--- src/common/rx_irq_pkg.sv ---
// Constants, types and register map for the receiver flag and pin routing block.
// Assumes a single 20 MHz clock and a 32-bit APB register port.
package rx_irq_pkg;

  // ----------------------------------------
  // Register indices and byte addresses
  // ----------------------------------------
  localparam logic [7:0] IDX_PIN_ROUTE_A = 8'h25;
  localparam logic [7:0] IDX_PIN_ROUTE_B_CLOCK_OUT = 8'h26;
  localparam logic [7:0] IDX_EVENT_FLAGS_A = 8'h27;
  localparam logic [7:0] IDX_EVENT_FLAGS_B = 8'h28;
  localparam logic [7:0] IDX_STRENGTH_THRESHOLD = 8'h29;
  localparam logic [7:0] IDX_RX_START_TIMEOUT = 8'h2A;
  localparam logic [7:0] IDX_STRENGTH_TO_PAYLOAD_TIMEOUT = 8'h2B;
  localparam int ADDR_W = 12;
  localparam logic [1:0] WORD_SHIFT = 2'h2;

  // ----------------------------------------
  // Field positions
  // ----------------------------------------
  localparam int BIT_MODE_READY = 7;
  localparam int BIT_RX_READY = 6;
  localparam int BIT_LOCK = 4;
  localparam int BIT_STRENGTH = 3;
  localparam int BIT_TIMEOUT = 2;
  localparam int BIT_AUTO = 1;
  localparam int BIT_MATCH = 0;
  localparam int BIT_FULL = 7;
  localparam int BIT_NONEMPTY = 6;
  localparam int BIT_LEVEL = 5;
  localparam int BIT_OVERRUN = 4;
  localparam int BIT_PACKET_DONE = 2;
  localparam int BIT_CRC_GOOD = 1;
  localparam int BIT_SUPPLY_LOW = 0;
  localparam int REF_SEL_LSB = 0;
  localparam int REF_SEL_W = 3;

  // ----------------------------------------
  // Reset values, codes, timeout scale and sizes
  // ----------------------------------------
  localparam logic [7:0] RST_ROUTE = 8'h00;
  localparam logic [2:0] REF_OFF = 3'h7;
  localparam logic [2:0] REF_RC = 3'h6;
  localparam logic [2:0] REF_DIV_MAX = 3'h5;
  localparam logic [7:0] RST_THRESHOLD = 8'hE4;
  localparam logic [7:0] RST_TIMEOUT = 8'h00;
  localparam int TIMEOUT_SCALE = 16;
  localparam int QUEUE_BYTES = 66;
  localparam int NUM_PINS = 6;

  typedef enum logic [2:0] {
    MODE_SLEEP,
    MODE_STANDBY,
    MODE_SYNTH,
    MODE_TX,
    MODE_RX
  } op_mode_t;

  // Live state of the radio around this block
  typedef struct packed {
    op_mode_t opMode;
    logic oscRunning;
    logic pllLocked;
    logic strengthSampleStart;
    logic rxSettled;
    logic strengthValid;
    logic [7:0] strengthValue;
    logic bitTick;
    logic autoSequence;
    logic frameMatch;
    logic packetMode;
    logic [6:0] queueCount;
    logic [6:0] queueLevelLimit;
    logic queueOverflow;
    logic lastPayloadByte;
    logic crcOn;
    logic crcPass;
    logic keepBadPacket;
    logic supplyLow;
  } radio_status_t;

  // Requests back to the packet engine
  typedef struct packed {
    logic queueFlush;
    logic rxRestart;
  } queue_ctrl_t;

endpackage : rx_irq_pkg

--- src/hdl/rx_timeout_timer.sv ---
// Receive timeout timer counting bit periods while armed.
// Assumes bitTick is a one-cycle pulse per bit period.
`timescale 1ns/1ps
`default_nettype none
module rx_timeout_timer #(
  parameter int SCALE = 16
) (
  input wire logic sys_clk,
  input wire logic resetn,
  input wire logic armed,
  input wire logic bitTick,
  input wire logic [7:0] limit,
  output logic expired
);
  localparam int CW = 13;
  logic [CW-1:0] count;
  logic [CW-1:0] target;
  logic done;

  if (SCALE < 1 || SCALE > 32) begin : g_chk
    $error("rx_timeout_timer: SCALE out of range");
  end

  assign target = CW'(limit) * CW'(SCALE);

  // Fires once per arming; zero limit never fires
  always_ff @(posedge sys_clk or negedge resetn) begin
    if (!resetn) begin
      count <= '0;
      done <= 1'b0;
      expired <= 1'b0;
    end else if (!armed) begin
      count <= '0;
      done <= 1'b0;
      expired <= 1'b0;
    end else begin
      expired <= 1'b0;
      if (bitTick && !done && limit != 8'h00) begin
        count <= count + CW'(1);
        if (count + CW'(1) == target) begin
          done <= 1'b1;
          expired <= 1'b1;
        end
      end
    end
  end
endmodule : rx_timeout_timer
`default_nettype wire

--- src/hdl/ref_clock_divider.sv ---
// Reference output divider and selector.
// Assumes rcClock is an already synchronous level from the RC oscillator.
`timescale 1ns/1ps
`default_nettype none
module ref_clock_divider (
  input wire logic sys_clk,
  input wire logic resetn,
  input wire logic [2:0] sel,
  input wire logic rcClock,
  output logic refOut,
  output logic rcEnable
);
  logic [4:0] divCount;

  always_ff @(posedge sys_clk or negedge resetn) begin
    if (!resetn) begin
      divCount <= '0;
    end else begin
      divCount <= divCount + 5'h01;
    end
  end

  // Registered output: fastest setting toggles every cycle
  always_ff @(posedge sys_clk or negedge resetn) begin
    if (!resetn) begin
      refOut <= 1'b0;
      rcEnable <= 1'b0;
    end else begin
      rcEnable <= (sel == rx_irq_pkg::REF_RC);
      if (sel == rx_irq_pkg::REF_OFF) begin
        refOut <= 1'b0;
      end else if (sel == rx_irq_pkg::REF_RC) begin
        refOut <= rcClock;
      end else if (sel == 3'h0) begin
        refOut <= ~refOut;
      end else begin
        refOut <= divCount[sel - 3'h1];
      end
    end
  end
endmodule : ref_clock_divider
`default_nettype wire

--- src/hdl/rx_irq_flags_pin_map.sv ---
// Flag registers, thresholds, receive timeouts and pin routing of the receiver.
// Assumes an APB master on sys_clk and a radio status bundle synchronous to it.
//
// Decided for this implementation: register access over APB.
`timescale 1ns/1ps
`default_nettype none
module rx_irq_flags_pin_map #(
  parameter int QUEUE_BYTES = rx_irq_pkg::QUEUE_BYTES,
  parameter int TIMEOUT_SCALE = rx_irq_pkg::TIMEOUT_SCALE
) (
  input wire logic sys_clk,
  input wire logic resetn,
  input wire logic psel,
  input wire logic penable,
  input wire logic pwrite,
  input wire logic [rx_irq_pkg::ADDR_W-1:0] paddr,
  input wire logic [31:0] pwdata,
  output logic [31:0] prdata,
  output logic pready,
  output logic pslverr,
  input wire rx_irq_pkg::radio_status_t radio,
  input wire logic rcClock,
  output rx_irq_pkg::queue_ctrl_t queueCtrl,
  output logic [rx_irq_pkg::NUM_PINS-1:0] eventPins,
  output logic refOutPin,
  output logic rcEnable
);

  if (QUEUE_BYTES < 1 || QUEUE_BYTES > 127) begin : g_chk
    $error("rx_irq_flags_pin_map: QUEUE_BYTES must fit the 7-bit count");
  end

  // ----------------------------------------
  // Address decode helper
  // ----------------------------------------
  function automatic logic [rx_irq_pkg::ADDR_W-1:0] regAddr(input logic [7:0] idx);
    regAddr = rx_irq_pkg::ADDR_W'(idx) << rx_irq_pkg::WORD_SHIFT;
  endfunction : regAddr

  // Pin source choice; packet and continuous sets differ
  function automatic logic routeSource(input logic [1:0] sel, input logic pkt,
                                       input logic [7:0] fa, input logic [7:0] fb);
    routeSource = 1'b0;
    if (pkt) begin
      case (sel)
        2'h0: routeSource = fb[rx_irq_pkg::BIT_PACKET_DONE];
        2'h1: routeSource = fa[rx_irq_pkg::BIT_MATCH];
        2'h2: routeSource = fb[rx_irq_pkg::BIT_LEVEL];
        default: routeSource = fa[rx_irq_pkg::BIT_TIMEOUT];
      endcase
    end else begin
      case (sel)
        2'h0: routeSource = fa[rx_irq_pkg::BIT_MATCH];
        2'h1: routeSource = fa[rx_irq_pkg::BIT_STRENGTH];
        2'h2: routeSource = fa[rx_irq_pkg::BIT_RX_READY];
        default: routeSource = fa[rx_irq_pkg::BIT_MODE_READY];
      endcase
    end
  endfunction : routeSource

  // ----------------------------------------
  // Registers and flags
  // ----------------------------------------
  logic [7:0] pinRouteA;
  logic [7:0] pinRouteB;
  logic [2:0] refOutSel;
  logic [7:0] strengthThreshold;
  logic [7:0] rxStartTimeout;
  logic [7:0] strengthToPayloadTimeout;
  logic modeReachedFlag;
  logic receiveSettledFlag;
  logic synthLockedFlag;
  logic strengthFlag;
  logic timeoutFlag;
  logic autoSequenceFlag;
  logic frameMatchFlag;
  logic queueOverflowFlag;
  logic packetDoneFlag;
  logic checksumGoodFlag;
  logic supplyLowFlag;
  logic strengthSeen;
  logic payloadSeen;
  logic [6:0] prevCount;
  rx_irq_pkg::op_mode_t prevMode;
  logic [7:0] flagsA;
  logic [7:0] flagsB;
  logic [7:0] readByte;
  logic mapped;
  logic wrStrobe;
  logic inRx;
  logic modeChange;
  logic queueEmptied;
  logic wrFlagsA;
  logic wrFlagsB;
  logic overflowClear;
  logic crcFail;
  logic entryExpired;
  logic postExpired;

  assign inRx = (radio.opMode == rx_irq_pkg::MODE_RX);
  assign modeChange = (radio.opMode != prevMode);
  assign queueEmptied = (prevCount != 7'h00) && (radio.queueCount == 7'h00);
  assign wrStrobe = psel && penable && pready && pwrite;
  assign wrFlagsA = wrStrobe && (paddr == regAddr(rx_irq_pkg::IDX_EVENT_FLAGS_A));
  assign wrFlagsB = wrStrobe && (paddr == regAddr(rx_irq_pkg::IDX_EVENT_FLAGS_B));
  assign overflowClear = wrFlagsB && pwdata[rx_irq_pkg::BIT_OVERRUN];
  assign crcFail = inRx && radio.lastPayloadByte && radio.crcOn && !radio.crcPass;

  always_comb begin
    flagsA = 8'h00;
    flagsA[rx_irq_pkg::BIT_MODE_READY] = modeReachedFlag;
    flagsA[rx_irq_pkg::BIT_RX_READY] = receiveSettledFlag;
    flagsA[rx_irq_pkg::BIT_LOCK] = synthLockedFlag;
    flagsA[rx_irq_pkg::BIT_STRENGTH] = strengthFlag;
    flagsA[rx_irq_pkg::BIT_TIMEOUT] = timeoutFlag;
    flagsA[rx_irq_pkg::BIT_AUTO] = autoSequenceFlag;
    flagsA[rx_irq_pkg::BIT_MATCH] = frameMatchFlag;
  end

  // Queue state flags are live views of the byte count
  always_comb begin
    flagsB = 8'h00;
    flagsB[rx_irq_pkg::BIT_FULL] = (radio.queueCount == 7'(QUEUE_BYTES));
    flagsB[rx_irq_pkg::BIT_NONEMPTY] = (radio.queueCount != 7'h00);
    flagsB[rx_irq_pkg::BIT_LEVEL] = (radio.queueCount > radio.queueLevelLimit);
    flagsB[rx_irq_pkg::BIT_OVERRUN] = queueOverflowFlag;
    flagsB[rx_irq_pkg::BIT_PACKET_DONE] = packetDoneFlag;
    flagsB[rx_irq_pkg::BIT_CRC_GOOD] = checksumGoodFlag;
    flagsB[rx_irq_pkg::BIT_SUPPLY_LOW] = supplyLowFlag;
  end

  // ----------------------------------------
  // APB slave
  // ----------------------------------------
  always_comb begin
    readByte = 8'h00;
    mapped = 1'b1;
    if (paddr == regAddr(rx_irq_pkg::IDX_PIN_ROUTE_A)) begin
      readByte = pinRouteA;
    end else if (paddr == regAddr(rx_irq_pkg::IDX_PIN_ROUTE_B_CLOCK_OUT)) begin
      readByte = {pinRouteB[7:4], 1'b0, refOutSel};
    end else if (paddr == regAddr(rx_irq_pkg::IDX_EVENT_FLAGS_A)) begin
      readByte = flagsA;
    end else if (paddr == regAddr(rx_irq_pkg::IDX_EVENT_FLAGS_B)) begin
      readByte = flagsB;
    end else if (paddr == regAddr(rx_irq_pkg::IDX_STRENGTH_THRESHOLD)) begin
      readByte = strengthThreshold;
    end else if (paddr == regAddr(rx_irq_pkg::IDX_RX_START_TIMEOUT)) begin
      readByte = rxStartTimeout;
    end else if (paddr == regAddr(rx_irq_pkg::IDX_STRENGTH_TO_PAYLOAD_TIMEOUT)) begin
      readByte = strengthToPayloadTimeout;
    end else begin
      mapped = 1'b0;
    end
  end

  // Answer prepared in setup so every bus output is a flop; one access cycle
  always_ff @(posedge sys_clk or negedge resetn) begin
    if (!resetn) begin
      pready <= 1'b0;
      pslverr <= 1'b0;
      prdata <= 32'h0000_0000;
    end else begin
      pready <= psel && !penable;
      pslverr <= psel && !penable && !mapped;
      if (psel && !penable && !pwrite) begin
        prdata <= {24'h00_0000, readByte};
      end
    end
  end

  // ----------------------------------------
  // Control registers
  // ----------------------------------------
  always_ff @(posedge sys_clk or negedge resetn) begin
    if (!resetn) begin
      pinRouteA <= rx_irq_pkg::RST_ROUTE;
      pinRouteB <= rx_irq_pkg::RST_ROUTE;
      refOutSel <= rx_irq_pkg::REF_OFF;
      strengthThreshold <= rx_irq_pkg::RST_THRESHOLD;
      rxStartTimeout <= rx_irq_pkg::RST_TIMEOUT;
      strengthToPayloadTimeout <= rx_irq_pkg::RST_TIMEOUT;
    end else if (wrStrobe) begin
      if (paddr == regAddr(rx_irq_pkg::IDX_PIN_ROUTE_A)) begin
        pinRouteA <= pwdata[7:0];
      end else if (paddr == regAddr(rx_irq_pkg::IDX_PIN_ROUTE_B_CLOCK_OUT)) begin
        pinRouteB <= {pwdata[7:4], 4'h0};
        refOutSel <= pwdata[rx_irq_pkg::REF_SEL_LSB +: rx_irq_pkg::REF_SEL_W];
      end else if (paddr == regAddr(rx_irq_pkg::IDX_STRENGTH_THRESHOLD)) begin
        strengthThreshold <= pwdata[7:0];
      end else if (paddr == regAddr(rx_irq_pkg::IDX_RX_START_TIMEOUT)) begin
        rxStartTimeout <= pwdata[7:0];
      end else if (paddr == regAddr(rx_irq_pkg::IDX_STRENGTH_TO_PAYLOAD_TIMEOUT)) begin
        strengthToPayloadTimeout <= pwdata[7:0];
      end
    end
  end

  always_ff @(posedge sys_clk or negedge resetn) begin
    if (!resetn) begin
      prevMode <= rx_irq_pkg::MODE_SLEEP;
      prevCount <= 7'h00;
    end else begin
      prevMode <= radio.opMode;
      prevCount <= radio.queueCount;
    end
  end

  // ----------------------------------------
  // Mode flags
  // ----------------------------------------
  always_ff @(posedge sys_clk or negedge resetn) begin
    if (!resetn) begin
      modeReachedFlag <= 1'b1;
    end else if (modeChange) begin
      modeReachedFlag <= 1'b0;
    end else begin
      case (radio.opMode)
        rx_irq_pkg::MODE_SLEEP: modeReachedFlag <= 1'b1;
        rx_irq_pkg::MODE_STANDBY: if (radio.oscRunning) modeReachedFlag <= 1'b1;
        rx_irq_pkg::MODE_SYNTH: if (radio.pllLocked) modeReachedFlag <= 1'b1;
        rx_irq_pkg::MODE_RX: if (radio.strengthSampleStart) modeReachedFlag <= 1'b1;
        default: modeReachedFlag <= modeReachedFlag;
      endcase
    end
  end

  always_ff @(posedge sys_clk or negedge resetn) begin
    if (!resetn) begin
      receiveSettledFlag <= 1'b0;
      synthLockedFlag <= 1'b0;
      autoSequenceFlag <= 1'b0;
    end else begin
      if (!inRx) begin
        receiveSettledFlag <= 1'b0;
      end else if (radio.rxSettled) begin
        receiveSettledFlag <= 1'b1;
      end
      synthLockedFlag <= radio.pllLocked &&
                         (inRx || radio.opMode == rx_irq_pkg::MODE_SYNTH);
      autoSequenceFlag <= radio.autoSequence;
    end
  end

  // ----------------------------------------
  // Strength and timeouts
  // ----------------------------------------
  // Set beats a same-cycle software clear
  always_ff @(posedge sys_clk or negedge resetn) begin
    if (!resetn) begin
      strengthFlag <= 1'b0;
    end else if (!inRx) begin
      strengthFlag <= 1'b0;
    end else if (radio.strengthValid && radio.strengthValue > strengthThreshold) begin
      strengthFlag <= 1'b1;
    end else if (wrFlagsA && pwdata[rx_irq_pkg::BIT_STRENGTH]) begin
      strengthFlag <= 1'b0;
    end
  end

  // Session latches so a software clear does not rearm the entry timer
  always_ff @(posedge sys_clk or negedge resetn) begin
    if (!resetn) begin
      strengthSeen <= 1'b0;
      payloadSeen <= 1'b0;
    end else if (!inRx) begin
      strengthSeen <= 1'b0;
      payloadSeen <= 1'b0;
    end else begin
      if (strengthFlag) strengthSeen <= 1'b1;
      if (packetDoneFlag) payloadSeen <= 1'b1;
    end
  end

  rx_timeout_timer #(.SCALE(TIMEOUT_SCALE)) u_entry_timer (
    .sys_clk(sys_clk),
    .resetn(resetn),
    .armed(inRx && !strengthSeen && !strengthFlag),
    .bitTick(radio.bitTick),
    .limit(rxStartTimeout),
    .expired(entryExpired)
  );

  rx_timeout_timer #(.SCALE(TIMEOUT_SCALE)) u_post_timer (
    .sys_clk(sys_clk),
    .resetn(resetn),
    .armed(inRx && strengthSeen && !payloadSeen && !packetDoneFlag),
    .bitTick(radio.bitTick),
    .limit(strengthToPayloadTimeout),
    .expired(postExpired)
  );

  always_ff @(posedge sys_clk or negedge resetn) begin
    if (!resetn) begin
      timeoutFlag <= 1'b0;
    end else if (inRx && (entryExpired || postExpired)) begin
      timeoutFlag <= 1'b1;
    end else if (!inRx || queueEmptied || overflowClear) begin
      timeoutFlag <= 1'b0;
    end
  end

  always_ff @(posedge sys_clk or negedge resetn) begin
    if (!resetn) begin
      frameMatchFlag <= 1'b0;
    end else if (inRx && radio.frameMatch) begin
      frameMatchFlag <= 1'b1;
    end else if (!inRx || queueEmptied || overflowClear) begin
      frameMatchFlag <= 1'b0;
    end else if (!radio.packetMode && wrFlagsA && pwdata[rx_irq_pkg::BIT_MATCH]) begin
      frameMatchFlag <= 1'b0;
    end
  end

  // ----------------------------------------
  // Queue and packet flags
  // ----------------------------------------
  always_ff @(posedge sys_clk or negedge resetn) begin
    if (!resetn) begin
      queueOverflowFlag <= 1'b0;
    end else if (radio.queueOverflow && radio.opMode != rx_irq_pkg::MODE_SLEEP) begin
      queueOverflowFlag <= 1'b1;
    end else if (overflowClear) begin
      queueOverflowFlag <= 1'b0;
    end
  end

  always_ff @(posedge sys_clk or negedge resetn) begin
    if (!resetn) begin
      packetDoneFlag <= 1'b0;
      checksumGoodFlag <= 1'b0;
    end else begin
      if (inRx && radio.lastPayloadByte &&
          (!radio.crcOn || radio.keepBadPacket || radio.crcPass)) begin
        packetDoneFlag <= 1'b1;
      end else if (queueEmptied || overflowClear) begin
        packetDoneFlag <= 1'b0;
      end
      if (inRx && radio.lastPayloadByte && radio.crcOn && radio.crcPass) begin
        checksumGoodFlag <= 1'b1;
      end else if (queueEmptied || overflowClear) begin
        checksumGoodFlag <= 1'b0;
      end
    end
  end

  always_ff @(posedge sys_clk or negedge resetn) begin
    if (!resetn) begin
      supplyLowFlag <= 1'b0;
    end else if (radio.supplyLow) begin
      supplyLowFlag <= 1'b1;
    end else if (wrFlagsB && pwdata[rx_irq_pkg::BIT_SUPPLY_LOW]) begin
      supplyLowFlag <= 1'b0;
    end
  end

  // Flush after overflow clear or a dropped bad packet
  always_ff @(posedge sys_clk or negedge resetn) begin
    if (!resetn) begin
      queueCtrl <= '0;
    end else begin
      queueCtrl.queueFlush <= overflowClear || (crcFail && !radio.keepBadPacket);
      queueCtrl.rxRestart <= crcFail && !radio.keepBadPacket;
    end
  end

  // ----------------------------------------
  // Pin routing and reference output
  // ----------------------------------------
  always_ff @(posedge sys_clk or negedge resetn) begin
    if (!resetn) begin
      eventPins <= '0;
    end else begin
      for (int p = 0; p < rx_irq_pkg::NUM_PINS; p++) begin
        if (p < 4) begin
          eventPins[p] <= routeSource(pinRouteA[7 - 2*p -: 2], radio.packetMode,
                                      flagsA, flagsB);
        end else begin
          eventPins[p] <= routeSource(pinRouteB[15 - 2*p -: 2], radio.packetMode,
                                      flagsA, flagsB);
        end
      end
    end
  end

  ref_clock_divider u_ref_div (
    .sys_clk(sys_clk),
    .resetn(resetn),
    .sel(refOutSel),
    .rcClock(rcClock),
    .refOut(refOutPin),
    .rcEnable(rcEnable)
  );

endmodule : rx_irq_flags_pin_map
`default_nettype wire

--- config.mk ---
export PLATFORM = sky130hd
export DESIGN_NAME = rx_irq_flags_pin_map
export DESIGN_NICKNAME = d
export VERILOG_FILES = /design/src/common/rx_irq_pkg.sv /design/src/hdl/rx_timeout_timer.sv /design/src/hdl/ref_clock_divider.sv /design/src/hdl/rx_irq_flags_pin_map.sv
export SDC_FILE = /design/constraint.sdc
export NUM_CORES = 1
export LEC_CHECK = 0
export BUFFER_PORTS_ARGS = -buffer_cell sky130_fd_sc_hd__buf_4
export CAP_MARGIN = 20
export CORE_MARGIN = 3
export CORE_UTILIZATION = 25
export DETAILED_ROUTE_END_ITERATION = 12
export MAX_ROUTING_LAYER = met4
export PLACE_DENSITY_LB_ADDON = 0.12
export SLEW_MARGIN = 20
export SYNTH_ARGS = -nofsm -noshare
export SYNTH_HDL_FRONTEND = slang
export SYNTH_SLANG_ARGS = --single-unit
--- constraint.sdc ---
create_clock -name sys_clk -period 3.5 [get_ports sys_clk]
set_clock_uncertainty 0.2 [all_clocks]
set_input_delay 0.525 -clock sys_clk [delete_from_list [all_inputs] [get_ports sys_clk]]
set_output_delay 0.525 -clock sys_clk [all_outputs]
set_load 0.02 [all_outputs]
Word-level counts from Yosys, hierarchy flattened
Index checks and enable logic that the tools add are counted.
{"block": "classes", "muxes": 79, "addsub": 4, "n_eq_ne": 39, "n_bitwise": 5, "n_lt_le_gt_ge": 3, "n_reduce_logical": 85}
{"op": "$eq 12x8->1 const B", "n": 7}
{"op": "$mux 8", "n": 7}
{"op": "$mux 1", "n": 54}
{"op": "$mux 13", "n": 4}
{"op": "$pmux 1 s3", "n": 12}
{"op": "$logic_and 1x1->1", "n": 34}
{"op": "$add 13x1->13 const B", "n": 2}
{"op": "$eq 13x12->1", "n": 2}
{"op": "$reduce_bool 8->1", "n": 2}
{"op": "$logic_not 1->1", "n": 14}
{"op": "$ne 2x2->1 const B", "n": 7}
{"op": "$reduce_bool 7->1", "n": 2}
{"op": "$eq 2x1->1 const B", "n": 6}
{"op": "$eq 2x2->1 const B", "n": 6}
{"op": "$logic_not 2->1", "n": 6}
{"op": "$reduce_bool 2->1", "n": 5}
{"op": "$eq 3x3->1 const B", "n": 3}
{"op": "$gt 8x8->1", "n": 1}
{"op": "$logic_or 1x1->1", "n": 8}
{"op": "$reduce_and 4->1", "n": 2}
{"op": "$eq 7x7->1 const B", "n": 1}
{"op": "$gt 7x7->1", "n": 1}
{"op": "$logic_not 7->1", "n": 1}
{"op": "$logic_not 3->1", "n": 2}
{"op": "18 further kinds", "n": 26}
{"block": "totals", "reg_bits": 117, "output_inout_bits": 44, "elab_cells": 251}

Depth between registers and ports, before layout
Gate-level depths: netlist of run 1.
{"block": "depth", "word_depth": 10, "mapped_depth": 8}

Hierarchy
A second synthesis of run 1 with hierarchy kept.
{"block": "hier_totals", "hier_cells": 685, "hier_area_um2": 7049.3}
{"module": "rx_irq_flags_pin_map", "instances": 1, "seq_area_each_um2": 2011.9, "cells_each": 401, "area_each_um2": 4436.8}
{"module": "rx_timeout_timer (u_entry_timer)", "instances": 1, "seq_area_each_um2": 375.4, "cells_each": 124, "area_each_um2": 1127.3}
{"module": "rx_timeout_timer (u_post_timer)", "instances": 1, "seq_area_each_um2": 375.4, "cells_each": 127, "area_each_um2": 1114.8}
{"module": "ref_clock_divider", "instances": 1, "seq_area_each_um2": 175.2, "cells_each": 33, "area_each_um2": 370.4}

Least setup slack after synthesis of run 1
Ideal clock, no wire load.
{"block": "synth_path", "kind": "input -> register", "startpoint": "input radio[38] (netlist name)", "endpoint": "register u_entry_timer.done", "setup_time_ps": 64, "path_stages": 8, "t_required_ps": 3236, "arrival_time_ps": 2288, "setup_slack_ps": 948, "path_cell_list": "buf_2 -> or3b_1 -> buf_6 -> nor3_4 -> nand4_1 -> or4_4 -> a2111oi_4 -> a21o_1"}
{"block": "synth_between", "elab_chain_cells": 5, "elab_cells_between_ends": 7, "classes_between": "eq/ne (3); mux (1); reduce/logical (3)"}
{"item": "from (decl)", "line_no": "rx_irq_flags_pin_map.sv:21", "text": "input wire rx_irq_pkg::radio_status_t radio,"}
{"item": "$eq 3x3->1 *", "line_no": "rx_irq_flags_pin_map.sv:100", "text": "assign inRx = (radio.opMode == rx_irq_pkg::MODE_RX);"}
{"item": "$logic_and 1x1->1 * (2 in a row)", "line_no": "rx_irq_flags_pin_map.sv:278", "text": ".armed(inRx && !strengthSeen && !strengthFlag),"}
{"item": "$ne 2x2->1 (no source line)"}
{"item": "$reduce_and 2->1 (no source line)"}
{"item": "to (signal assigned)", "line_no": "rx_timeout_timer.sv:30", "text": "done <= 1'b0;"}
{"item": "to (signal assigned)", "line_no": "rx_timeout_timer.sv:34", "text": "done <= 1'b0;"}
{"item": "to (signal assigned)", "line_no": "rx_timeout_timer.sv:41", "text": "done <= 1'b1;"}
{"item": "to (decl)", "line_no": "rx_timeout_timer.sv:18", "text": "logic done;"}
Mark *: on every way between the ends. The rest lies on a longest branch, timed or not.
A chain may end at the register's enable or synchronous reset.

Worst setup path after layout of run 1
{"block": "layout_path", "startpoint": "input paddr[1] (netlist name)", "endpoint": "register rxStartTimeout[5]"}
{"block": "layout_between", "elab_chain_cells": 3, "elab_cells_between_ends": 8, "classes_between": "eq/ne (4); bitwise (3); reduce/logical (1)"}
{"item": "from (decl)", "line_no": "rx_irq_flags_pin_map.sv:16", "text": "input wire logic [rx_irq_pkg::ADDR_W-1:0] paddr,"}
{"item": "$eq 12x8->1, on equally long branches", "line_no": "rx_irq_flags_pin_map.sv:189, rx_irq_flags_pin_map.sv:184, rx_irq_flags_pin_map.sv:186"}
{"item": "$not 1->1 (no source line)"}
{"item": "$reduce_and 5->1 (no source line) *"}
{"item": "to (signal assigned)", "line_no": "rx_irq_flags_pin_map.sv:181", "text": "rxStartTimeout <= rx_irq_pkg::RST_TIMEOUT;"}
{"item": "to (signal assigned)", "line_no": "rx_irq_flags_pin_map.sv:192", "text": "rxStartTimeout <= pwdata[7:0];"}
{"item": "to (decl)", "line_no": "rx_irq_flags_pin_map.sv:68", "text": "logic [7:0] rxStartTimeout;"}
Marked as above.

==> results of run 1 <==
metrics by stage:
stage          worst slack [ns]  hold WS [ns]  cells  instance area [µm²]  power (mW)
2_1_floorplan             0.948        0.0294    693                 6840        1.61
3_3_place_gp              0.613         0.261   1080                 7740        1.77
3_5_place_dp              0.536         0.265   1080                 7740        1.78
4_1_cts                   0.973        0.0120   1111                 8300        3.47
5_1_grt                   0.816        0.0135   1111                 8300        3.58
6_report                  0.968        0.0130   1111                 8300        3.42
flip-flops by register name, indices dropped and copies added (netlist names), 7 cells and up:
name,cells
strengthThreshold,8
pinRouteA,8
prevCount,7
u_post_timer.count,13
u_entry_timer.count,13
rxStartTimeout,8
prdata,8
strengthToPayloadTimeout,8
cell type report:
type,count,share of cell area
clock inverter,10,0.0130
clock buffer,21,0.0543
tap,335,0.0505
multi-input combinational,495,0.421
inverter,33,0.0149
sequential,117,0.354
timing repair buffer,100,0.0920
where the power goes:
group / internal (mW) / total [mW] / switching (mW) / leakage [nW]
clock network: 1.05 / 1.68 / 0.624 / 0.268
logic: 0.136 / 0.328 / 0.192 / 1.97
registers: 1.39 / 1.42 / 0.0284 / 1.50
total: 2.58 / 3.42 / 0.844 / 3.74
routing by layer:
layer,share of wire,vias up
met4,0.011,0
li1,-,2532
met3,0.035,14
met5,0,-
met2,0.51,92
met1,0.45,2582
worst max-delay path, cell delays in order:
cell	delay [ns]
sky130_fd_sc_hd__buf_4	0.11
sky130_fd_sc_hd__nor4b_1	0.51
sky130_fd_sc_hd__nand3_1	0.34
sky130_fd_sc_hd__or4_1	0.72
sky130_fd_sc_hd__mux2_1	0.41
worst max path at each step:
stage / from / slack [ns] / end
final: paddr[1] / 0.97 / rxStartTimeout[5]
after detailed placement: paddr[1] / 0.54 / rxStartTimeout[5]
after floorplan: radio[38] / 0.95 / u_entry_timer.done
after global routing: paddr[1] / 0.82 / rxStartTimeout[5]
after CTS: paddr[1] / 0.97 / rxStartTimeout[5]
after global placement: paddr[1] / 0.61 / rxStartTimeout[2]
layout by cell type, fill, tap and decap left out, types with 7 or more instances in the layout:
| master | instances |
|---|---|
| sky130_fd_sc_hd__ha_1 | 24 |
| sky130_fd_sc_hd__nand2_1 | 55 |
| sky130_fd_sc_hd__o21ai_1 | 8 |
| sky130_fd_sc_hd__nor4_1 | 9 |
| sky130_fd_sc_hd__mux2_1 | 16 |
| sky130_fd_sc_hd__inv_1 | 33 |
| sky130_fd_sc_hd__clkbuf_16 | 17 |
| sky130_fd_sc_hd__dfstp_2 | 8 |
| sky130_fd_sc_hd__mux2i_1 | 16 |
| sky130_fd_sc_hd__nor3_1 | 13 |
| sky130_fd_sc_hd__mux2_2 | 16 |
| sky130_fd_sc_hd__nor3b_1 | 7 |
| sky130_fd_sc_hd__xor2_1 | 34 |
| sky130_fd_sc_hd__and3_1 | 8 |
| sky130_fd_sc_hd__mux4_2 | 11 |
| sky130_fd_sc_hd__nand3_1 | 27 |
| sky130_fd_sc_hd__o21ai_0 | 22 |
| sky130_fd_sc_hd__nor2_1 | 58 |
| sky130_fd_sc_hd__a31oi_1 | 9 |
| sky130_fd_sc_hd__nand2b_1 | 7 |
| sky130_fd_sc_hd__nor2b_1 | 7 |
| sky130_fd_sc_hd__conb_1 | 24 |
| sky130_fd_sc_hd__dfrtp_1 | 109 |
| sky130_fd_sc_hd__a21oi_1 | 17 |
| sky130_fd_sc_hd__nand4_1 | 14 |
| sky130_fd_sc_hd__buf_4 | 99 |
| sky130_fd_sc_hd__xnor2_1 | 22 |
logic make-up (layout without fill, tap and decap cells):
kind of cell | count (synthesis) | count (layout)
adder cells (fa/ha/maj) | 24 | 24
other | 1 | 24
buffers and inverters | 81 | 164
AO/OA/AOI/OAI | 97 | 97
flip-flops | 117 | 117
multiplexers | 59 | 59
XOR/XNOR | 56 | 56
AND/OR/NAND/NOR | 235 | 235
==> results.md, run 1 <==
- Result of the run: completed
- Die Span Y: 170 µm
- Largest net degree at the start of global routing: 65
- Top-count cell post-synth: sky130_fd_sc_hd__dfrtp_1
- Worst Tran Pin Value: ~0.86 ns
- Post-Synth Adder-Cell Area: 0.0445
- Top cell type by total area after synthesis: sky130_fd_sc_hd__dfrtp_1
- Maximum net fanout on the critical path: 8
- Share of the yosys chip area belonging to registers: 0.435
- TritonCTS Sinks: ~120
- Worst Reg2Reg Path Length in Cells: 7
- H-tree depth reported by CTS: 4
- Area share of the leading cell type in the synthesized netlist: 0.404
- Number of max-cap violations: 0
- Setup repair after global routing missed its margin: no
- Hold bufs inserted after CTS: 0
- Simple-Gate Fraction of Synth Area: 0.178
- Met3 capacity usage during global routing: 0.0260
- Max Freq: about 400 MHz
- Count of standard-cell rows: between 50 and 60
- Worst Path Required: 3.59 ns
- CP startpoint kind: input pin
- Register area: slightly below 3000 µm²
- Global-route usage over all layers: 0.142
- Wirelength, routed: 19500 µm
- Area of the mapped netlist: between 6000 and 7000 µm²
- Met2 usage in global routing: 0.235
- Dominant synthesized flop cell: sky130_fd_sc_hd__dfrtp_1
- CTS tree: yes
- Number of instances in the synthesized netlist: 670
- Commonest cells post-synth: 109 x sky130_fd_sc_hd__dfrtp_1, 58 x sky130_fd_sc_hd__nor2_1, 55 x sky130_fd_sc_hd__nand2_1, 34 x sky130_fd_sc_hd__xor2_1, 33 x sky130_fd_sc_hd__inv_1
- Number of distinct library cells after synthesis: between 60 and 70
- Count of yosys warnings during synthesis: 0
- Total overflow reported by the global router: 0
- Number of buffers inserted by port buffering: 85
- Iter 0 DRT Violations: about 300
- Biggest area contributors in the synthesized netlist: sky130_fd_sc_hd__dfrtp_1 40%, sky130_fd_sc_hd__ha_1 4.4%, sky130_fd_sc_hd__xor2_1 4.4%
- First-pass GRT wire length: 30900 µm
- Via count: 5220
- Worst IR drop on VDD: 0.309 mV
- Final hold violation count: 0
- Number of flops mapped to enable cells by yosys: 0
- Clock latency on the worst-skew pair: 0.42 ns
- Number of register bits inferred by synthesis: approximately 120
- Ports: ~130
- Post-detailed-route count of antenna-violating nets: 0
- Fraction of synthesized cell area in xor and xnor cells: 0.0727
- Number of filler cells placed in the layout: roughly 2800
- Final count of pins violating max slew: 0
- Class of the most critical hold timing path: input pin to asynchronous set/reset pin
- Area of the core region: approximately 26000 µm²
- Total DRC errors in the routed layout: 0
- DPL Wire Length: 14800 µm
- Met1 routing resource usage after global routing: 0.177
- RR Startpoint: u_entry_timer.count[0]
- Time the final worst path needs with I/O delays and setup: roughly 2.5 ns
- Root buf cell: sky130_fd_sc_hd__clkbuf_16
- Minimum setup slack among reg-to-reg paths: 1.07 ns
- NumNets Final: slightly below 900
- Global placement routability congestion: approximately 0.8
- Fraction of final layout cells with drive strength greater than 1: 0.219
- Maximum buffer depth of the clock tree: 2
- Fraction of the core area covered by cells at the end of the flow: 0.316
- Pleak: about 3.7 nW
- Proportion of synthesized area in mux cells: 0.114
- Area of the multi-input gates: 3490 µm²
- Mapped Avg Cell Area: between 10 and 15 µm²
- Async set or reset register ratio after synthesis: 1.00
- Share of the synthesized area in compound gates (AO/OA/AOI/OAI): 0.0940
- Total power divided by cell area: slightly above 400 nW/µm²
- Initial cell density of the core: 0.257
- CP Class: input pin to flop
- Final setup viols: 0
- Number of global-route vias before repair: about 5400
- Period Utilization, post-route: 0.723
- Number of buffers inserted to repair setup after CTS: 0
- Number of buffers created by CTS: 17
- Total die area: ~29000 µm²
- Routing layer with the top usage in global route: met2
- WL/cell: 17.6 µm
- Die width: 170 µm
- First-pass iteration count of the detailed router: 5
- Resized Gates After CTS: 0
- Initial antenna violation count: 0
- Setup crit end kind: flop
- Setup TNS: 0 ns
- Arrival time at the worst endpoint: 2.62 ns
- Main combinational cell family by area after synthesis: simple AND/OR/NAND/NOR gates
- Number of vias per cell: ~4.7
- Clock transition time at the flip-flop clock pins of the worst setup and hold paths: roughly 0.060 ns
- Rel. slew slack: 0.428
- Antenna diodes: 0
- Capture point of the worst reg-to-reg path: u_entry_timer.done
- Area growth from synthesis to layout: 22.9%
No activity file was read; power rests on OpenSTA's default activity.
==> run 2: changes to the inputs <==
- ABC_AREA: default -> 1
- clock period: 3.5 -> 2.4 ns (I/O delays scaled with it)
==> results.md, run 2 <==
- NumNets Final: 1215 (+38%)
- Count of yosys warnings during synthesis: 0 (unchanged)
- Die width: 177 µm (+3.8%)
- CP most frequent cell: sky130_fd_sc_hd__nand2_1
- Dpl ws: 0.215 ns (-0.321 ns)
- Total overflow reported by the global router: 0 (unchanged)
- Worst Reg2Reg Path Length in Cells: 11 (+4)
- Top-count cell post-synth: sky130_fd_sc_hd__nand2_1
- Number of buffers inserted by port buffering: 85 (unchanged)
- Number of stages on the worst hold path: 3
- Final setup slack of the worst path: 0.192 ns (-0.777 ns)
- H-tree depth reported by CTS: 4 (unchanged)
- Worst Path Required: 2.51 ns (-1.08 ns)
- Pleak: 4.41 nW (+18%)
- Maximum buffer depth of the clock tree: 2 (unchanged)
- Commonest cells post-synth: 254 x sky130_fd_sc_hd__nand2_1, 137 x sky130_fd_sc_hd__inv_1, 109 x sky130_fd_sc_hd__dfrtp_1, 84 x sky130_fd_sc_hd__nor2_1, 62 x sky130_fd_sc_hd__nand3_1
- Setup crit end kind: flop
- Area share of the leading cell type in the synthesized netlist: 0.374 (-0.0302)
- Result of the run: completed
- Placed Instance Area: 8350 µm² (+8.0%)
- Biggest area contributors in the synthesized netlist: sky130_fd_sc_hd__dfrtp_1 37%, sky130_fd_sc_hd__nand2_1 13%, sky130_fd_sc_hd__inv_1 7.1%
- Number of global-route vias before repair: 6360 (+18%)
- Total DRC errors in the routed layout: 0 (unchanged)
- Number of distinct library cells after synthesis: 48 (-25%)
- Initial antenna violation count: 0 (unchanged)
- Max Freq: 453 MHz
- Clock transition time at the flip-flop clock pins of the worst setup and hold paths: 0.06 ns (about the same)
- Initial cell density of the core: 0.258 (+0.00145)
- TritonCTS Sinks: 117 (unchanged)
- Async set or reset register ratio after synthesis: 1.00 (unchanged)
- Number of flops mapped to enable cells by yosys: 0 (unchanged)
- Design area: 9210 µm² (+11%)
- Worst IR drop on VDD: 0.407 mV (+32%)
- Share of the yosys chip area belonging to registers: 0.403 (-0.0325)
- Area of the mapped netlist: 7290 µm² (+8.1%)
- Library cell contributing the largest single delay on the critical path: sky130_fd_sc_hd__dlygate4sd3_1
- Total die area: 31300 µm² (+7.8%)
- Number of instances in the placed design: 1441 (+33%)
- Antenna diodes: 0 (unchanged)
- Mapped Avg Cell Area: 7.45 µm² (-26%)
- Final setup viols: 0 (unchanged)
- Maximum net fanout on the critical path: 6 (-2)
- Setup repair after global routing missed its margin: no
- Clock latency on the worst-skew pair: 0.41 ns (about the same)
- Ports: 134 (unchanged)
- Dominant synthesized flop cell: sky130_fd_sc_hd__dfrtp_1
- Largest net degree at the start of global routing: 50 (-23%)
- Post-detailed-route count of antenna-violating nets: 0 (unchanged)
- Setup TNS: 0 ns (unchanged)
- Via count: 6574 (+26%)
- WL/cell: 15.3 µm (-13%)
- Arrival time at the worst endpoint: 2.32 ns (-0.30 ns)
- Period Utilization, post-route: 0.920
- CP Class: input pin to flop
- Final count of pins violating max slew: 0 (unchanged)
- Most common cell after layout, fill and taps aside: sky130_fd_sc_hd__nand2_1
- Top cell type by total area after synthesis: sky130_fd_sc_hd__dfrtp_1
- CTS tree: yes
- CP startpoint kind: input pin
- Root buf cell: sky130_fd_sc_hd__clkbuf_16
- Commonest cells after routing, fill and taps aside: 253 x sky130_fd_sc_hd__nand2_1, 137 x sky130_fd_sc_hd__inv_1, 109 x sky130_fd_sc_hd__dfrtp_1
- Fraction of the core area covered by cells at the end of the flow: 0.326 (+0.0105)
- Registers with the most flip-flops: u_entry_timer.count: 13 flops, u_post_timer.count: 13 flops
- Iter 0 DRT Violations: 431 (+45%)
- Rel. slew slack: 0.601 (+0.173)
- Global placement routability congestion: 0.849 (+5.7%)
- Number of buffers created by CTS: 17 (unchanged)
- Time the final worst path needs with I/O delays and setup: 2.21 ns
- Number of register bits inferred by synthesis: 117 (unchanged)
- Global-route usage over all layers: 0.155 (+0.0125)
- Max incr delay on CP: 0.54 ns (-0.18 ns)
- Number of buffers inserted to repair setup after CTS: 0 (unchanged)
- Class of the most critical hold timing path: input pin to flop
- First-pass iteration count of the detailed router: 5 (unchanged)
- Area growth from synthesis to layout: 26.3%
- Power consumption: 5.42 mW (+58%)
- Layout Cells excl Fill: 1492 (+34%)
- Number of vias per cell: 4.41 (-6.2%)
- DPL Wire Length: 17600 µm (+19%)
- Count of standard-cell rows: 61 (+3.4%)
- Wirelength, routed: 22900 µm (+17%)
- Final hold violation count: 0 (unchanged)
- Number of max-cap violations: 0 (unchanged)
- Fraction of final layout cells with drive strength greater than 1: 0.169 (-0.0503)
- Worst Tran Pin Value: 0.598 ns (-0.260 ns)
- First-pass GRT wire length: 36300 µm (+17%)
- Number of instances in the synthesized netlist: 979 (+46%)
- Area of the core region: 28200 µm² (+7.5%)
- Total power divided by cell area: 588 nW/µm² (+42%)
- Die Span Y: 177 µm (+3.8%)
- Ordered list of cells on the worst path: dlygate4sd3_1 -> buf_4 -> ha_1 -> a21oi_1 -> nor2_1 -> o21ai_0 -> nand2_1 -> nand2_2 -> inv_1 -> nand2_1 -> nand3_1 -> nand2_1 -> nand2_1
- Min Hold Slack: 0.0176 ns (+0.00457 ns)
[run 2: changes by cell type in the layout (fill, tap and decap cells not counted), moves of 15 or more]
cell,delta
sky130_fd_sc_hd__dlygate4sd3_1,+19
sky130_fd_sc_hd__inv_1,+104
sky130_fd_sc_hd__mux2_1,-16
sky130_fd_sc_hd__mux2_2,-16
sky130_fd_sc_hd__mux2i_1,-16
sky130_fd_sc_hd__nand2_1,+198
sky130_fd_sc_hd__nand3_1,+35
sky130_fd_sc_hd__nor2_1,+26
sky130_fd_sc_hd__o21ai_0,+39
sky130_fd_sc_hd__o21ai_1,+15
sky130_fd_sc_hd__xnor2_1,-19
sky130_fd_sc_hd__xor2_1,-24
[run 2: logic make-up (layout without fill, tap and decap cells)]
logic type,after synthesis,count (layout),synth area share
AND/OR/NAND/NOR,479,479,0.294
buffers and inverters,184,296,0.109
AO/OA/AOI/OAI,157,157,0.124
flip-flops,117,117,0.403
adder cells (fa/ha/maj),24,24,0.0412
XOR/XNOR,17,17,0.0280
other,1,24,0.000514
[run 2: critical path: cells and delay by family]
family,cells,cell delay (ns)
compound gates,2,0.30
simple gates,7,0.59
buf+inv,3,0.77
fa+ha+maj,1,0.28
[run 2: area by class of cell]
type / instances / area, µm²
tap: 378 / 473
sequential: 117 / 2940
clock inverter: 14 / 224
clock buffer: 18 / 439
inverter: 147 / 552
timing repair buffer: 117 / 938
fill: 3085 / 19000
multi-input combinational: 701 / 3650
[run 2: power breakdown]
group | internal, mW | switching, mW
registers | 2.01 | 0.0243
clock network | 1.89 | 1.01
logic | 0.191 | 0.286
total | 4.09 | 1.33
[run 2: metal layers]
layer / vias to the layer above / GRT usage / wire (µm)
met5: - / - / 0
met4: 0 / 0.0275 / 119
met3: 5 / 0.0294 / 851
met2: 121 / 0.232 / 10100
met1: 3060 / 0.220 / 11800
li1: 3388 / - / -
[run 2: worst paths after layout]
path                                       start  slack, ns                     to
min in group asynchronous                 resetn       0.27  u_post_timer.count[7]
hold / removal                          radio[4]       0.02           queueCtrl[0]
setup reg to reg           u_post_timer.count[0]       0.23      u_post_timer.done
setup / recovery                       radio[17]       0.19              prdata[5]
max in group asynchronous                 resetn       1.02        modeReachedFlag
hold reg to reg             strengthThreshold[5]       0.27   strengthThreshold[5]
[run 2: repair_timing]
| item | CTS | global route |
|---|---|---|
| hold buffers | 19 | 0 |
| gates resized for setup | 0 | 1 |
| setup endpoints to repair | 0 | 3 |
| endpoints found under the hold margin | 45 | 0 |
==> run 3: changes to the inputs <==
- RECOVER_POWER: default -> 50
==> results.md, run 3 (synthesized netlist as in run 2, its figures left out) <==
- Initial cell density of the core: 0.258 (unchanged)
- Final setup viols: 0 (unchanged)
- Root buf cell: sky130_fd_sc_hd__clkbuf_16
- CP startpoint kind: input pin
- NumNets Final: 1215 (unchanged)
- DPL Wire Length: 17600 µm (unchanged)
- Dpl ws: 0.215 ns (unchanged)
- Wirelength, routed: 22900 µm (about the same)
- Total die area: 31300 µm² (unchanged)
- Setup crit end kind: flop
- Initial antenna violation count: 0 (unchanged)
- Arrival time at the worst endpoint: 2.34 ns (+0.02 ns)
- Number of buffers inserted to repair setup after CTS: 0 (unchanged)
- Setup TNS: 0 ns (unchanged)
- Number of buffers inserted by port buffering: 85 (unchanged)
- Number of max-cap violations: 0 (unchanged)
- Capture point of the worst reg-to-reg path: u_post_timer.done
- CP Class: input pin to flop
- Fraction of final layout cells with drive strength greater than 1: 0.159 (-0.00987)
- Via count: 6585 (+0.17%)
- Number of buffers created by CTS: 17 (unchanged)
- Number of filler cells placed in the layout: 3096 (+0.36%)
- Register area: 2940 µm² (unchanged)
- Die Span Y: 177 µm (unchanged)
- Area of the multi-input gates: 3640 µm² (about the same)
- Worst setup startpoint: radio[38]
- Maximum buffer depth of the clock tree: 2 (unchanged)
- First-pass iteration count of the detailed router: 5 (unchanged)
- First-pass GRT wire length: 36300 µm (unchanged)
- TritonCTS Sinks: 117 (unchanged)
- Worst IR drop on VDD: 0.407 mV (+0.14%)
- Class of the most critical hold timing path: input pin to flop
- Placed Instance Area: 8350 µm² (unchanged)
- Registers with the most flip-flops: u_entry_timer.count: 13 flops, u_post_timer.count: 13 flops
- CTS tree: yes
- Pleak: 4.37 nW (-0.86%)
- Period Utilization, post-route: 0.924 (+0.00344)
- Time the final worst path needs with I/O delays and setup: 2.22 ns (+0.00825 ns)
- Result of the run: completed
- Total overflow reported by the global router: 0 (unchanged)
- Post-detailed-route count of antenna-violating nets: 0 (unchanged)
- Antenna diodes: 0 (unchanged)
- Minimum setup slack among reg-to-reg paths: 0.23 ns (about the same)
- Final setup slack of the worst path: 0.183 ns (-0.00825 ns)
- Layout Cells excl Fill: 1492 (unchanged)
- Maximum net fanout on the critical path: 5 (-1)
- Total DRC errors in the routed layout: 0 (unchanged)
- Rel. slew slack: 0.369 (-0.232)
- Clock latency on the worst-skew pair: 0.42 ns (about the same)
- Clock transition time at the flip-flop clock pins of the worst setup and hold paths: 0.06 ns (about the same)
- Number of global-route vias before repair: 6360 (unchanged)
- WL/cell: 15.3 µm (about the same)
- Worst Tran Pin Value: 0.946 ns (+0.348 ns)
- Total power divided by cell area: 590 nW/µm² (+0.28%)
- Setup repair after global routing missed its margin: no
- Die width: 177 µm (unchanged)
- Most common cell after layout, fill and taps aside: sky130_fd_sc_hd__nand2_1
- Worst Path Required: 2.52 ns (about the same)
- Area of the core region: 28200 µm² (unchanged)
- Number of instances in the placed design: 1441 (unchanged)
- Number of vias per cell: 4.41 (+0.17%)
- Area growth from synthesis to layout: 25.6%
- Final hold violation count: 0 (unchanged)
- Count of standard-cell rows: 61 (unchanged)
- Design area: 9160 µm² (-0.52%)
- Largest net degree at the start of global routing: 50 (unchanged)
- Iter 0 DRT Violations: 412 (-4.4%)
- Ports: 134 (unchanged)
- Worst Reg2Reg Path Length in Cells: 11 (unchanged)
- Commonest cells after routing, fill and taps aside: 253 x sky130_fd_sc_hd__nand2_1, 137 x sky130_fd_sc_hd__inv_1, 109 x sky130_fd_sc_hd__dfrtp_1
- RR Startpoint: u_post_timer.count[0]
- Global placement routability congestion: 0.849 (unchanged)
- Power consumption: 5.40 mW (-0.24%)
- Final count of pins violating max slew: 0 (unchanged)
- Critical path destination: u_post_timer.expired
- Max Freq: 451 MHz (-0.37%)
- Global-route usage over all layers: 0.155 (unchanged)
- H-tree depth reported by CTS: 4 (unchanged)
## run 3: per-layer routing
metal | part of all wire | vias to the layer above | global-route usage | wire length [µm]
met2 | 0.44 | 131 | 0.232 | 10100
met1 | 0.51 | 3060 | 0.220 | 11700
met4 | 0.0056 | 0 | 0.0275 | 127
met5 | 0 | - | - | 0
met3 | 0.038 | 7 | 0.0294 | 875
li1 | - | 3387 | - | -
## run 3: worst min path at each step
stage               depth (start not counted)      start                to
global route                                4  pwdata[3]      strengthFlag
floorplan                                   0     resetn  autoSequenceFlag
CTS                                         3   radio[4]      queueCtrl[0]
finish                                      3   radio[4]      queueCtrl[0]
detailed placement                          1     resetn      prevCount[4]
global placement                            1     resetn      prevCount[4]
## run 3: metrics by stage
step | utilization | hold WS [ns]
floorplan | - | -0.136
global placement | 0.296 | 0.176
detailed placement | 0.296 | 0.170
CTS | 0.326 | 0.000329
global route | 0.324 | 0.0183
finish | 0.324 | 0.0179
## run 3: power breakdown
group,internal [mW],switching [mW]
combinational,0.182,0.285
clock,1.89,1.01
sequential,2.01,0.0247
total,4.08,1.32
## run 3: area by class of cell
class / count / share of cell area
Clock inverter: 14 / 0.0244
Sequential cell: 117 / 0.321
Tap cell: 378 / 0.0516
Inverter: 147 / 0.0602
Multi-Input combinational cell: 701 / 0.398
Timing Repair Buffer: 117 / 0.0975
Clock buffer: 18 / 0.0479
## run 3: worst max-delay path: stages
cell                            delay (ns)
sky130_fd_sc_hd__dlygate4sd3_1        0.55
sky130_fd_sc_hd__clkbuf_1             0.18
sky130_fd_sc_hd__nor2_1               0.21
sky130_fd_sc_hd__nand2_2              0.09
sky130_fd_sc_hd__nor2_2               0.20
sky130_fd_sc_hd__nand3_1              0.13
sky130_fd_sc_hd__nor2_1               0.12
sky130_fd_sc_hd__nand4_1              0.10
sky130_fd_sc_hd__nor2_1               0.15
sky130_fd_sc_hd__nand4_1              0.11
sky130_fd_sc_hd__nor2_1               0.15
## run 3: timing repair
action / 4_1_cts / 5_1_grt
resized for setup: 0 / 1
endpoints found under the hold margin: 45 / 0
hold buffers: 19 / 0
endpoints found under the setup margin: 0 / 3
